File: src/core/xmb_pkg.sv
// Constants and types shared by the external memory bus files
package xmb_pkg;

  // Oscillator input rate and period
  localparam int OSC_HZ        = 50_000_000;
  localparam int OSC_PERIOD_NS = 20;

  // Bus widths
  localparam int ADDR_W = 16;
  localparam int DATA_W = 8;

  // Machine cycle: six states, numbered 0 to 5
  localparam int       ST_PER_MC    = 6;
  localparam logic [2:0] ST_FIRST     = 3'h0;
  localparam logic [2:0] ST_HALF_LAST = 3'h2;
  localparam logic [2:0] ST_HALF_B    = 3'h3;
  localparam logic [2:0] ST_LAST      = 3'h5;

  // Position inside a half machine cycle
  localparam logic [1:0] REL_ADDR  = 2'h0;
  localparam logic [1:0] REL_LAST  = 2'h2;

  // Oscillator clocks per state in each clocking mode
  localparam int CLK_PER_ST_12T = 2;
  localparam int CLK_PER_ST_6T  = 1;
  localparam int OSC_PER_MC_12T = ST_PER_MC * CLK_PER_ST_12T;
  localparam int OSC_PER_MC_6T  = ST_PER_MC * CLK_PER_ST_6T;

  // Reset pin must stay high this many machine cycles
  localparam int       RST_HOLD_MC = 2;
  localparam int       RST_CNT_W   = 5;
  localparam logic [RST_CNT_W-1:0] RST_CNT_12T =
    RST_CNT_W'(RST_HOLD_MC * OSC_PER_MC_12T);
  localparam logic [RST_CNT_W-1:0] RST_CNT_6T  =
    RST_CNT_W'(RST_HOLD_MC * OSC_PER_MC_6T);

  // Values after reset
  localparam logic [ADDR_W-1:0] ADDR_RST = 16'h0000;
  localparam logic [DATA_W-1:0] DATA_RST = 8'h00;

  // Kind of bus slot in progress
  typedef enum logic [4:0] {
    SL_NONE = 5'b00001,
    SL_FINT = 5'b00010,
    SL_FEXT = 5'b00100,
    SL_XRD  = 5'b01000,
    SL_XWR  = 5'b10000
  } xmb_slot_e;

  // Power state
  typedef enum logic [2:0] {
    PM_RUN  = 3'b001,
    PM_IDLE = 3'b010,
    PM_DOWN = 3'b100
  } xmb_pm_e;

endpackage

File: src/core/xmb_timing.sv
// State and phase generator for the machine cycle
`timescale 1ns/1ps
module xmb_timing (
  input  wire logic       mclk,      // Oscillator clock
  input  wire logic       rst_b,     // Synchronous reset, active low
  input  wire logic       ce,        // Clock enable, freezes all state
  input  wire logic       clr,       // Restart at state 0
  input  wire logic       hold,      // Stop advancing (processor halted)
  input  wire logic       six_mode,  // One clock per state when high
  output logic [2:0]      st,        // Current state 0..5
  output logic            ph,        // Second clock of a state (12T)
  output logic            st_last    // Last clock of the current state
);
  import xmb_pkg::*;

  logic [2:0] st_reg;  // State counter
  logic       ph_reg;  // Phase within state
  logic [2:0] st_next; // Following state

  ////////////////////////////////////////////////////////////////////////
  // Decode
  assign st      = st_reg;
  assign ph      = ph_reg;
  assign st_last = six_mode | ph_reg;
  assign st_next = (st_reg == ST_LAST) ? ST_FIRST : st_reg + 3'h1;

  ////////////////////////////////////////////////////////////////////////
  // Counter, frozen by ce so a stopped clock loses nothing
  always_ff @(posedge mclk) begin
    if (!rst_b) begin
      st_reg <= ST_FIRST;
      ph_reg <= 1'b0;
    end else if (ce) begin
      if (clr) begin
        st_reg <= ST_FIRST;
        ph_reg <= 1'b0;
      end else if (!hold) begin
        ph_reg <= ~st_last;
        if (st_last) begin
          st_reg <= st_next;
        end
      end
    end
  end

endmodule // xmb_timing

File: src/core/xmb_bus.sv
// External program and data memory bus controller of the processor
//
// Function
// - Internal ROM fetch when select high and address in ROM, else bus
// - Program strobe gates external ROM onto bus
// - Latch strobe lets latch take low address
// - Latch strobe at one sixth oscillator rate in 12T, one third in 6T
// - One latch pulse skipped per data access
// - Reset pin high two machine cycles resets
// - Low port carries address then data
// - High port carries upper address byte
// - Write and read strobes for data memory
// - Twelve clocks per cycle, or six configured
// - Idle stops processor clock, peripherals run
// - Power-down stops the oscillator
// - Fully static; clock may stop anytime
`timescale 1ns/1ps
module xmb_bus #(
  parameter int unsigned INT_ROM_BYTES = 65536  // Internal ROM size
) (
  input  wire logic                        mclk,
  input  wire logic                        rst_b,
  input  wire logic                        ce,
  input  wire logic                        six_clock_cycle_mode,
  input  wire logic                        external_access_select,
  input  wire logic                        reset_pin,
  input  wire logic                        idle_req,
  input  wire logic                        powerdown_req,
  input  wire logic                        wake_req,
  output logic                             cpu_clk_en,
  output logic                             periph_clk_en,
  output logic                             osc_en,
  output logic                             dev_reset,
  input  wire logic                        fetch_req,
  input  wire logic [xmb_pkg::ADDR_W-1:0]  fetch_addr,
  input  wire logic [xmb_pkg::DATA_W-1:0]  int_rom_rdata,
  output logic                             fetch_ack,
  output logic                             fetch_rvalid,
  output logic [xmb_pkg::DATA_W-1:0]       fetch_data,
  input  wire logic                        xdata_req,
  input  wire logic                        xdata_we,
  input  wire logic [xmb_pkg::ADDR_W-1:0]  xdata_addr,
  input  wire logic [xmb_pkg::DATA_W-1:0]  xdata_wdata,
  output logic                             xdata_ack,
  output logic                             xdata_rvalid,
  output logic [xmb_pkg::DATA_W-1:0]       xdata_rdata,
  output logic                             ale,
  output logic                             program_store_strobe_b,
  input  wire logic [xmb_pkg::DATA_W-1:0]  ad_in,
  output logic [xmb_pkg::DATA_W-1:0]       ad_out,
  output logic                             ad_oe,
  output logic [xmb_pkg::DATA_W-1:0]       addr_hi_out,
  output logic                             addr_hi_oe,
  output logic                             wr_strobe_b,
  output logic                             rd_strobe_b
);
  import xmb_pkg::*;

  ////////////////////////////////////////////////////////////////////////
  // Elaboration check
  // The ROM must hold at least one byte and fit the address space
  generate
    if (INT_ROM_BYTES == 0 || INT_ROM_BYTES > (1 << ADDR_W)) begin : g_chk
      $error("INT_ROM_BYTES must lie in 1..65536");
    end
  endgenerate

  ////////////////////////////////////////////////////////////////////////
  // Functions

  // Position of a state inside its half machine cycle
  // States 3..5 fold onto 0..2 so both halves share one decode
  function automatic logic [1:0] rel_of(input logic [2:0] s);
    logic [2:0] r;
    r = (s >= ST_HALF_B) ? s - ST_HALF_B : s;
    return r[1:0];
  endfunction

  // Address falls inside the internal ROM
  // Widened by one bit so a full 64 KiB ROM compares correctly
  function automatic logic in_int_rom(input logic [ADDR_W-1:0] a);
    return {1'b0, a} < 17'(INT_ROM_BYTES);
  endfunction

  ////////////////////////////////////////////////////////////////////////
  // State
  xmb_slot_e              slot_reg, slot_next;   // Slot in progress
  xmb_pm_e                pm_reg, pm_next;       // Power state
  logic [ADDR_W-1:0]      addr_reg, addr_next;   // Bus address
  logic [DATA_W-1:0]      wdata_reg;             // Write data
  logic [DATA_W-1:0]      fdata_reg;             // Fetched byte
  logic [DATA_W-1:0]      xrdata_reg;            // Data read byte
  logic                   frv_reg;               // Fetch done pulse
  logic                   xrv_reg;               // Data done pulse
  logic                   mode6_reg;             // Six clock mode held
  logic [RST_CNT_W-1:0]   rcnt_reg;              // Reset pin counter
  logic                   devrst_reg;            // Pin reset active

  // Timing
  logic [2:0]             st;                    // State 0..5
  logic                   ph;                    // Phase in state
  logic                   st_last;               // Last clock of state
  logic [1:0]             rel;                   // Position in half

  // Decoded controls
  logic                   running;               // Processor clocked
  logic                   adv;                   // State ends here
  logic                   end_half;              // Half cycle ends
  logic                   end_mc;                // Machine cycle ends
  logic                   is_fext;               // External fetch slot
  logic                   is_fetch;              // Any fetch slot
  logic                   is_xd;                 // Data slot
  logic                   xcont;                 // Data slot carries on
  logic                   go_idle;               // Enter idle
  logic                   go_pd;                 // Enter power-down
  logic                   take_x;                // Data request taken
  logic                   take_f;                // Fetch request taken
  logic                   fetch_int;             // Fetch from inside
  logic                   f_done;                // Fetch completes
  logic                   x_done;                // Data access completes
  logic [RST_CNT_W-1:0]   rst_thr;               // Reset hold count
  logic                   ale_st;                // State owning a pulse

  ////////////////////////////////////////////////////////////////////////
  // Machine cycle timing
  xmb_timing u_timing (
    .mclk     (mclk),
    .rst_b    (rst_b),
    .ce       (ce),
    .clr      (devrst_reg),
    .hold     (~running),
    .six_mode (mode6_reg),
    .st       (st),
    .ph       (ph),
    .st_last  (st_last)
  );

  ////////////////////////////////////////////////////////////////////////
  // Sequencing decode
  // The processor advances only on the last clock of a state, with ce
  // high and neither idle, power-down nor a pin reset in force
  assign running  = (pm_reg == PM_RUN) & ~devrst_reg;
  assign adv      = ce & running & st_last;
  assign end_half = adv & ((st == ST_HALF_LAST) | (st == ST_LAST));
  assign end_mc   = adv & (st == ST_LAST);
  assign rel      = rel_of(st);
  assign is_fext  = (slot_reg == SL_FEXT);
  assign is_fetch = is_fext | (slot_reg == SL_FINT);
  assign is_xd    = (slot_reg == SL_XRD) | (slot_reg == SL_XWR);
  assign xcont    = is_xd & (st == ST_HALF_LAST);
  assign go_pd    = end_mc & powerdown_req;
  assign go_idle  = end_mc & idle_req & ~powerdown_req;

  // Data access takes a whole machine cycle, fetch a half
  // Power requests are taken first so no slot starts as clocks stop
  // A data request is only taken at a machine cycle boundary
  assign take_x = end_mc & ~go_pd & ~go_idle & xdata_req;
  assign take_f = end_half & ~xcont & ~go_pd & ~go_idle & ~take_x
                & fetch_req;
  assign fetch_int = external_access_select & in_int_rom(fetch_addr);
  assign f_done    = adv & is_fetch & (rel == REL_LAST);
  assign x_done    = end_mc & is_xd;

  // Slot chosen at each half boundary
  // A data slot spans both halves, so its first half end keeps it
  assign slot_next = !end_half ? slot_reg
                   : xcont     ? slot_reg
                   : take_x    ? (xdata_we ? SL_XWR : SL_XRD)
                   : take_f    ? (fetch_int ? SL_FINT : SL_FEXT)
                   :             SL_NONE;
  assign addr_next = take_x ? xdata_addr
                   : take_f ? fetch_addr
                   :          addr_reg;

  // Idle and power-down are entered only at a machine cycle boundary
  // Idle leaves on a wake request; power-down only through a reset
  assign pm_next = go_pd                               ? PM_DOWN
                 : go_idle                             ? PM_IDLE
                 : (pm_reg == PM_IDLE && wake_req)     ? PM_RUN
                 :                                       pm_reg;

  ////////////////////////////////////////////////////////////////////////
  // Requests accepted on the edge the slot starts
  // Combinational, so the requester sees the take before the edge
  assign fetch_ack = take_f;
  assign xdata_ack = take_x;

  ////////////////////////////////////////////////////////////////////////
  // Slot, address and power registers
  always_ff @(posedge mclk) begin
    if (!rst_b || devrst_reg) begin
      slot_reg  <= SL_NONE;
      pm_reg    <= PM_RUN;
      addr_reg  <= ADDR_RST;
      wdata_reg <= DATA_RST;
    end else if (ce) begin
      slot_reg <= slot_next;
      pm_reg   <= pm_next;
      addr_reg <= addr_next;
      if (take_x) begin
        wdata_reg <= xdata_wdata;
      end
    end
  end

  ////////////////////////////////////////////////////////////////////////
  // Read data capture and completion pulses
  // Completion pulses stand one cycle; data holds until the next
  always_ff @(posedge mclk) begin
    if (!rst_b || devrst_reg) begin
      fdata_reg  <= DATA_RST;
      xrdata_reg <= DATA_RST;
      frv_reg    <= 1'b0;
      xrv_reg    <= 1'b0;
    end else if (ce) begin
      frv_reg <= f_done;
      xrv_reg <= x_done;
      if (f_done) begin
        // Program strobe still low here, ROM data stands on the port
        fdata_reg <= is_fext ? ad_in : int_rom_rdata;
      end
      if (x_done && slot_reg == SL_XRD) begin
        xrdata_reg <= ad_in;
      end
    end
  end

  assign fetch_rvalid = frv_reg;
  assign fetch_data   = fdata_reg;
  assign xdata_rvalid = xrv_reg;
  assign xdata_rdata  = xrdata_reg;

  ////////////////////////////////////////////////////////////////////////
  // Reset pin filter: must stay high two machine cycles
  // Counter runs only while ce is high, so a stopped clock does not
  // shorten the hold; a low pin clears it and releases the reset
  assign rst_thr = mode6_reg ? RST_CNT_6T : RST_CNT_12T;

  always_ff @(posedge mclk) begin
    if (!rst_b) begin
      rcnt_reg   <= '0;
      devrst_reg <= 1'b0;
    end else if (ce) begin
      if (!reset_pin) begin
        rcnt_reg   <= '0;
        devrst_reg <= 1'b0;
      end else if (rcnt_reg != rst_thr) begin
        rcnt_reg <= rcnt_reg + 5'h1;
      end else begin
        devrst_reg <= 1'b1;
      end
    end
  end

  assign dev_reset = devrst_reg;

  ////////////////////////////////////////////////////////////////////////
  // Clocking mode captured while any reset is applied
  // Held between resets, so a change on the pin waits for a reset
  always_ff @(posedge mclk) begin
    if (!rst_b || devrst_reg) begin
      mode6_reg <= six_clock_cycle_mode;
    end
  end

  ////////////////////////////////////////////////////////////////////////
  // Clock enables for the rest of the chip
  // Peripherals keep running in idle; only power-down stops them
  assign cpu_clk_en    = running;
  assign periph_clk_en = (pm_reg != PM_DOWN);
  assign osc_en        = (pm_reg != PM_DOWN);

  ////////////////////////////////////////////////////////////////////////
  // Pin decode

  // Two pulses per machine cycle; second dropped in a data cycle
  assign ale_st = (st == ST_FIRST) | ((st == ST_HALF_B) & ~is_xd);
  // In 12T the pulse spans the first clock only, so the address
  // still holds one clock after the falling edge for the latch
  assign ale = running & ale_st & (mode6_reg | ~ph);

  // Program strobe low for the two data states of an external fetch
  assign program_store_strobe_b = ~(is_fext & (rel != REL_ADDR));

  // Low port: address in the first state, then data or released
  // In 6T the latch strobe falls as write data replaces the address,
  // so an external latch used in that mode needs no hold time
  assign ad_oe  = (is_fext & (rel == REL_ADDR))
                | (is_xd & (st == ST_FIRST))
                | ((slot_reg == SL_XWR) & (st != ST_FIRST));
  assign ad_out = ((slot_reg == SL_XWR) && (st != ST_FIRST))
                ? wdata_reg : addr_reg[DATA_W-1:0];

  // High port holds upper address throughout an external slot
  // Released for internal fetches and between slots
  assign addr_hi_oe  = is_fext | is_xd;
  assign addr_hi_out = addr_reg[ADDR_W-1:DATA_W];

  // Data memory strobes after the address state
  // Never both low: a slot is either a read or a write
  assign wr_strobe_b = ~((slot_reg == SL_XWR) & (st != ST_FIRST));
  assign rd_strobe_b = ~((slot_reg == SL_XRD) & (st != ST_FIRST));

endmodule // xmb_bus

File: config.mk
export PLATFORM = sky130hd
export DESIGN_NAME = xmb_bus
export DESIGN_NICKNAME = d
export VERILOG_FILES = /design/src/core/xmb_pkg.sv /design/src/core/xmb_timing.sv /design/src/core/xmb_bus.sv
export SDC_FILE = /design/constraint.sdc
export NUM_CORES = 1
export LEC_CHECK = 0
export BUFFER_PORTS_ARGS = -buffer_cell sky130_fd_sc_hd__buf_2
export CORE_MARGIN = 1.5
export CORE_UTILIZATION = 45
export DETAILED_ROUTE_END_ITERATION = 10
export PLACE_DENSITY_LB_ADDON = 0.15
export SLEW_MARGIN = 30
export SYNTH_ARGS = -nofsm -noshare
export SYNTH_HDL_FRONTEND = slang
export SYNTH_HIERARCHICAL = 1
export SYNTH_SLANG_ARGS = --single-unit
File: constraint.sdc
create_clock -name mclk -period 1.8 [get_ports mclk]
set_input_delay 0 -clock mclk [delete_from_list [all_inputs] [get_ports mclk]]
set_output_delay 0 -clock mclk [all_outputs]
set_load 0.1 [all_outputs]
* Word level (Yosys, flattened, before mapping)
Index checks and enable logic that the tools add are counted.
** Storage, ports and cells
- Register bits after elaboration :: 61
- Output and inout port bits :: 46
- Input bits :: 68
- Logic and storage cells :: 126
** Cells by class
- Bitwise operators :: 49
- Mux-type cells :: 23
- Eq/ne operators :: 14
- Reductions and logical operators :: 23
- Magnitude comparators :: 1
- Add/sub/neg operators :: 3
** Operator list (number)
- $mux W16 :: 2
- $and A1 B1 Y1 :: 28
- $mux W3 :: 9
- $mux W5 :: 5
- $mux W8 :: 2
- $reduce_and A2 Y1 :: 8
- $not A1 Y1 :: 12
- $eq A3 B2 Y1 const B :: 3
- $or A1 B1 Y1 :: 9
- $reduce_bool A2 Y1 :: 4
- $reduce_and A3 Y1 :: 2
- $reduce_bool A3 Y1 :: 2
- $add A5 B1 Y5 const B :: 1
- $eq A5 B2 Y1 const B :: 1
- $eq A5 B3 Y1 const B :: 1
- $eq A5 B4 Y1 const B :: 1
- $eq A5 B5 Y1 const B :: 1
- $ne A5 B5 Y1 :: 1
- $mux W1 :: 4
- $add A3 B1 Y3 const B :: 1
- $eq A3 B1 Y1 const B :: 1
- $eq A3 B3 Y1 const B :: 1
- $ge A3 B2 Y1 const B :: 1
- $logic_and A1 B1 Y1 :: 3
- other kinds (10) :: 10

* Depth between registers and ports, before layout
Gate-level depths: netlist (run 1).
- Word-level depth :: 15
- Gate-level depth with buffers :: 9
- Mapped depth without buffers :: 7

* Modules after synthesis
Netlist (run 1), hierarchy kept.
** Modules (own cells, without submodules)
- xmb_bus :: instances 1, sequential area each 1151.1 um^2, area each 3057.9 um^2, cells each 359
- xmb_timing :: instances 1, sequential area each 80.1 um^2, area each 235.2 um^2, cells each 28

* Worst setup path before layout (run 1)
Ideal clock, no wire load.
- Kind :: reg-to-output
- Start :: register devrst_reg (netlist: dev_reset)
- End :: output port ale
- Path slack :: -5.872 ns
- Cell stages (with the launch flop) :: 6
- Data arrival time :: 7.672 ns
- Buffers on the path :: 1
- Required time :: 1.800 ns
- Cell sequence :: dfxtp_1 > or3b_1 > buf_6 > nor2_1 > inv_1 > a2111oi_0
** Between the ends
- Longest elaborated chain between the ends :: 4
** Ends and longest elaborated chain
- from (decl) :: RTL line xmb_bus.sv:97 : logic devrst_reg;
- from (signal assigned) :: RTL line xmb_bus.sv:242 : devrst_reg <= 1'b0;
- from (signal assigned) :: RTL line xmb_bus.sv:246 : devrst_reg <= 1'b0;
- from (signal assigned) :: RTL line xmb_bus.sv:250 : devrst_reg <= 1'b1;
- $not A1 Y1 :: RTL line xmb_bus.sv:142 : assign running = (pm_reg == PM_RUN) & ~devrst_reg;
- $and A1 B1 Y1 :: RTL line xmb_bus.sv:142
- net cpu_clk_en :: RTL line xmb_bus.sv:30 : output logic cpu_clk_en,
- $and A1 B1 Y1 (2 in a row) :: RTL line xmb_bus.sv:280 : assign ale = running & ale_st & (mode6_reg | ~ph);
- to (decl) :: RTL line xmb_bus.sv:47 : output logic ale,
The timed path passes the listed nets, and every way through them passes these cells.

* Worst setup path in the final report (run 1)
- Start :: register u_timing.st_reg[0] (netlist: u_timing/st[0])
- End :: output port ad_out[7] (netlist bit)
** Between the ends
- Longest elaborated chain between the ends :: 3
** Ends and longest elaborated chain
- from (decl) :: RTL line xmb_timing.sv:16 : logic [2:0] st_reg;
- from (signal assigned) :: RTL line xmb_timing.sv:40 : st_reg <= st_next;
- $reduce_bool A3 Y1 :: RTL line xmb_bus.sv:291 : assign ad_out = ((slot_reg == SL_XWR) && (st != ST_FIRST))
- $logic_and A1 B1 Y1 :: RTL line xmb_bus.sv:291
- $mux W8 :: RTL line xmb_bus.sv:292 : ? wdata_reg : addr_reg[DATA_W-1:0];
- to (decl) :: RTL line xmb_bus.sv:50 : output logic [xmb_pkg::DATA_W-1:0] ad_out,
No other way between the ends.

==> impl_results.md, run 1 <==
- Status: complete, but fails checks
- Failing checks: setup timing
- Final setup margin: -0.197 ns
- Largest register FFs: 16
- Row Count: 31
- Yosys warns: 6
- CTS root buffer: clkbuf_8
- CTS HTree Levels: 3
- R2r endpoint: fetch_data[3]
- RR Startpoint: u_timing/st[0]
- Clock Tree Buf Depth: 2
- PD cells: 541 mW/mm2
- Max-Cap Viols: 0
- M1 wire length: 5020 um
- EDFF count, synth: 1
- Post-Syn Area: 0.00329 mm2
- Switching Power: 0.000925 W
- IO Pins: 114
- Placer Congestion: 0.886
- Die W: 88.5 um
- Vias per std cell: 5.66
- Slew HR: 61.2%
- Antenna-violating nets left: 0
- Final hold viol count: 0
- Initial Util: 45.9%
- Total grt overflow: 0
- Cell Count Post-Placement: 609
- Reg2Reg Depth: 7
- Min Hold Slack: 0.0128 ns
- Skew-Pair Late Insertion Delay: 0.34 ns
- TritonCTS Buffers: 9
- Syn Inst Count: 387
- # DRC: 0
- Crit path DAT: 2.00 ns
- Critical Setup Path Class: reg2out
- Via count: 3971
- Area of the multi-input gates: 0.00240 mm2
- Initial antenna violation count: 0
- Pint: 0.00231 W
- Pin count of the biggest net entering global routing: 20
- Nets: 672
- Slew @ Worst Pin: 0.577 ns
- RSZ-0062 raised after global routing: yes
- Clk_skew: 0.00816 ns
- Diode count: 0
- Clock slew at reported path FFs: 0.08 ns
- Setup crit end kind: output port
- Sw frac: 28.6%
- Total global-route track usage: 29.4%
- Starting DRT DRC Count: 167
- Final worst-path cycle share: 111%
- Core ar.: 0.00718 mm2
- Worst Path Max Fanout: 5
- Hold WC Path Type: in2reg
- Die height: 88.5 um
- Largest area contributor in the netlist: dfxtp_1
- Setup slack, reg-to-reg: -0.09 ns
- Total wire length: 12900 um
- Detailed Routing Iterations Pass 1: 5
- Fmax: 501 MHz
- Commonest non-fill, non-tap cell in the layout: buf_2
- FF/Latch Area: 0.00125 mm2
- First-pass GRT wire length: 17800 um
- Highest Signal Layer: met4
- Slew Limit Fails: 0
- Met3 WL: 826 um
- CTS tree: done
- Dominant cells by area after synthesis: dfxtp_1, o21ai_0, a21oi_1
- Synthesis-to-finish area growth: 81.5%
- Synth Register Bits: 61
- Main synth FF type: dfxtp_1
- Final Non-Filler Cells: 702
- Post-synthesis cell type count: 56
- Proportion of layout cells with a drive suffix above 1: 49.1%
- Crit path time final: 2.00 ns
- Fill cell count: 408
- Part of the power in registers: 42.7%
- Most frequent cells in the layout: buf_2, dlygate4sd3_1, dfxtp_1
- Register area share after synthesis: 37.4%
- Vias in the first global route: 3774
- Syn_area_per_cell: 8.51 um2
- Combinational power share: 18.6%
- Post-synth top area share: 36.5%
- DR WL/cell: 18.3 um
- FFs w/ async S/R, synth: 0%
- PortBufs: 113
- Fin util: 83.3%
- Final HPWL DP: 6840 um
- TritonCTS Sinks: 61
- Clock power share: 38.7%
- Die ar.: 0.00784 mm2
- Power, Total: 0.00323 W
- Static leakage: 2.60 nW
- Final setup fails: 44
- CP endpoint: ad_out[7]
- Worst setup path startpoint: u_timing/st[0]
- Syn Nets: 461
- Crit path launch type: flop
- Worst EP required: 1.80 ns
- Worst VDD drop: 0.000563 V
- Metal2 WL: 6610 um
## kinds of logic (layout without fill, tap and decap cells)
kind of cell    after synthesis  after routing  share of synthesized area, %
fa+ha+maj                     6              6                          2.28
mux                          25             25                          7.90
flops                        61             61                          37.4
buf+inv                      41            256                          7.45
xor+xnor                      5              5                          1.33
compound gates              135            135                          25.5
simple gates                114            115                          18.1
## synthesized netlist by cell type (all sizes together) (2+ instances only)
master   count
nand3b       3
ha           6
o22ai        4
xnor2        3
clkbuf      15
dfxtp       60
a2111oi      2
o21ai       39
a21boi       2
nor4         3
or3b         4
nor2b       10
o31a         2
nand3        4
xor2         2
a21oi       45
inv          9
nor2        22
a311oi       8
and4b        2
nand2       36
buf         16
nor3b        3
nand2b       4
a31oi       19
nor3         8
mux2i       17
a211oi       5
or3          4
and3         2
nor4bb       2
mux2         8
## worst min path at each step
stage,from,endpoint,slack [ns],depth (start not counted)
after floorplan,six_clock_cycle_mode,mode6_reg,0.1,0
after global placement,six_clock_cycle_mode,mode6_reg,0.18,1
after detailed placement,six_clock_cycle_mode,mode6_reg,0.18,1
after CTS,int_rom_rdata[2],fetch_data[2],0.008,3
after global routing,int_rom_rdata[1],fetch_data[1],0.03,3
final,int_rom_rdata[2],fetch_data[2],0.01,3
## routing by layer
layer,GRT usage [%],up-vias
li1,-,1837
met3,6.25,37
met4,13.6,0
met1,34.3,1903
met2,51.6,194
met5,0,-
## stage by stage
step                setup TNS [ns]  area [um2]  setup slack [ns]
global placement                 0        4570            0.0280
floorplan                    -7.05        3540             -1.00
CTS                          -2.46        5650            -0.123
detailed placement          -0.164        4570           -0.0630
finish                       -3.17        5980            -0.197
global route                 -5.85        5980            -0.213
## power groups by stage
| stage | logic (W) | clock network (W) | registers [W] |
|---|---|---|---|
| 6_report | 0.000602 | 0.00125 | 0.00138 |
| 5_1_grt | 0.000636 | 0.00133 | 0.00138 |
| 3_5_place_dp | 0.000413 | 0 | 0.00141 |
| 3_3_place_gp | 0.000408 | 0 | 0.00141 |
| 2_1_floorplan | 0.000218 | 0 | 0.00141 |
| 4_1_cts | 0.000541 | 0.00126 | 0.00138 |
## layout make-up
type                       instances  area share [%]
clock buffer                       9            2.07
inverter                          10           0.921
multi-input combinational        286            40.1
timing repair buffer             228            32.1
sequential                        61            20.9
tap                               99            2.07
clock inverter                     7            1.28
timing repair inverter             2           0.544
## critical path, stage by stage (launching register included)
cell	delay (ns)
dfxtp_4	0.35
buf_6	0.13
inv_6	0.04
ha_4	0.15
nor2b_4	0.13
nor2_4	0.18
nand2_4	0.15
mux2_4	0.36
buf_12	0.17
## repair_timing
action / in CTS / in global routing
setup buffers: 16 / 4
hold buffers: 53 / 0
gates cloned: 5 / 0
setup endpoints to repair: 34 / 57
gates resized for setup: 36 / 58
hold endpoints to repair: 42 / 0
pin swaps: 19 / 19
Power figures use the tool's default switching activity.
==> inputs of run 2 (changes only) <==
Settings changed: REMOVE_ABC_BUFFERS from default to 1.
==> impl_results.md, run 2 (synthesis gave the netlist of run 1 again) <==
- Status: complete, but fails checks
- Failing checks: setup timing
- IO Pins: 114
- Vias per std cell: 5.65
- Initial Util: 45.9%
- Total wire length: 12200 um
- Nets: 671
- Synthesis-to-finish area growth: 72.5%
- Clk_skew: 0.0118 ns
- CTS root buffer: clkbuf_8
- Reg2Reg Depth: 7
- Clock Tree Buf Depth: 2
- Final setup fails: 19
- Initial antenna violation count: 0
- CP endpoint: ad_out[4]
- Antenna-violating nets left: 0
- Pin count of the biggest net entering global routing: 26
- Worst EP required: 1.80 ns
- CTS tree: done
- TritonCTS Buffers: 9
- Core ar.: 0.00718 mm2
- Power, Total: 0.00354 W
- Final worst-path cycle share: 109%
- Detailed Routing Iterations Pass 1: 5
- Final hold viol count: 0
- Clock slew at reported path FFs: 0.07 ns
- Most frequent cells in the layout: buf_2, dlygate4sd3_1, dfxtp_1
- Die ar.: 0.00784 mm2
- Setup crit end kind: output port
- Placer Congestion: 0.849
- Crit path DAT: 1.97 ns
- Vias in the first global route: 3795
- Max-Cap Viols: 0
- RSZ-0062 raised after global routing: yes
- Starting DRT DRC Count: 271
- Total global-route track usage: 29.3%
- Via count: 3964
- Static leakage: 2.49 nW
- Worst VDD drop: 0.000416 V
- CTS HTree Levels: 3
- # DRC: 0
- Total grt overflow: 0
- Fill cell count: 437
- Critical Setup Path Class: reg2out
- Crit path launch type: flop
- Crit path time final: 1.97 ns
- Slew HR: 63.7%
- R2r endpoint: wdata_reg[5]
- Die height: 88.5 um
- Hold WC Path Type: in2reg
- PortBufs: 113
- Final HPWL DP: 6740 um
- Fmax: 509 MHz
- RR Startpoint: mode6_reg
- Slew Limit Fails: 0
- Commonest non-fill, non-tap cell in the layout: buf_2
- Row Count: 31
- First-pass GRT wire length: 17600 um
- DR WL/cell: 17.4 um
- Diode count: 0
- Largest register FFs: 16
- Worst Path Max Fanout: 5
- Pre-CTS WS: -0.0845 ns
- Proportion of layout cells with a drive suffix above 1: 44.2%
- Die W: 88.5 um
- Skew-Pair Late Insertion Delay: 0.35 ns
- TritonCTS Sinks: 61
- Setup slack, reg-to-reg: -0.07 ns
- PD cells: 624 mW/mm2
- Final setup margin: -0.166 ns
- Worst setup path startpoint: slot_reg[1]
- Slew @ Worst Pin: 0.539 ns
[run 2: timing repair]
action / CTS / global route
cloned: 3 / 2
hold buffers: 55 / 0
buffers inserted: 11 / 3
gates resized for setup: 58 / 35
endpoints found under the hold margin: 44 / 0
endpoints found under the setup margin: 49 / 53
pin swaps: 19 / 24
[run 2: critical path: stages, from the launching register on]
cell and delay (ns):
dfxtp_2 0.38, or3_4 0.39, nor2_4 0.21, nand2_4 0.12, mux2_4 0.34, buf_12 0.17
[run 2: metal layers]
| layer | wire length [um] | GRT usage (%) | part of all wire, % | vias to the layer above |
|---|---|---|---|---|
| met3 | 760 | 7.28 | 6.2 | 44 |
| met2 | 6300 | 52.8 | 52 | 201 |
| met1 | 4750 | 33.4 | 39 | 1886 |
| li1 | - | - | - | 1833 |
| met5 | 0 | 0 | 0 | - |
| met4 | 384 | 10.7 | 3.1 | 0 |
[run 2: cell type report]
type / instances / area, um2 / share of cell area (%)
Sequential cell: 61 / 1250 / 22.0
Timing Repair inverter: 2 / 27.5 / 0.485
Multi-Input combinational cell: 286 / 2090 / 36.8
Clock buffer: 11 / 151 / 2.67
Tap cell: 99 / 124 / 2.18
Timing Repair Buffer: 227 / 1880 / 33.1
Clock inverter: 5 / 106 / 1.87
Inverter: 10 / 52.6 / 0.925
[run 2: worst min-delay path by stage]
stage / start / end / slack [ns] / cells past startpoint
after CTS: int_rom_rdata[4] / fetch_data[4] / 0.01 / 3
after global routing: int_rom_rdata[6] / fetch_data[6] / 0.03 / 3
after global placement: six_clock_cycle_mode / mode6_reg / 0.18 / 1
after floorplan: six_clock_cycle_mode / mode6_reg / 0.1 / 0
after detailed placement: six_clock_cycle_mode / mode6_reg / 0.18 / 1
final: int_rom_rdata[4] / fetch_data[4] / 0.01 / 3
[run 2: per-stage QoR]
step / setup TNS, ns / util [%] / area [um2] / instances / hold WS [ns]
after floorplan: -56.77 / - / 3100 / 356 / 0.0989
after global placement: -0.0830 / 61.1 / 4380 / 613 / 0.179
after detailed placement: -1.41 / 61.1 / 4380 / 613 / 0.180
after CTS: -0.940 / 77.0 / 5520 / 697 / 0.0128
after global routing: -2.65 / 79.2 / 5680 / 701 / 0.0324
final: -1.58 / 79.2 / 5680 / 701 / 0.0116
[run 2: power breakdown]
| group | switching [W] | internal (W) |
|---|---|---|
| combinational | 0.000283 | 0.000303 |
| sequential | 0.0000191 | 0.00137 |
| clock | 0.000574 | 0.000997 |
| total | 0.000877 | 0.00267 |
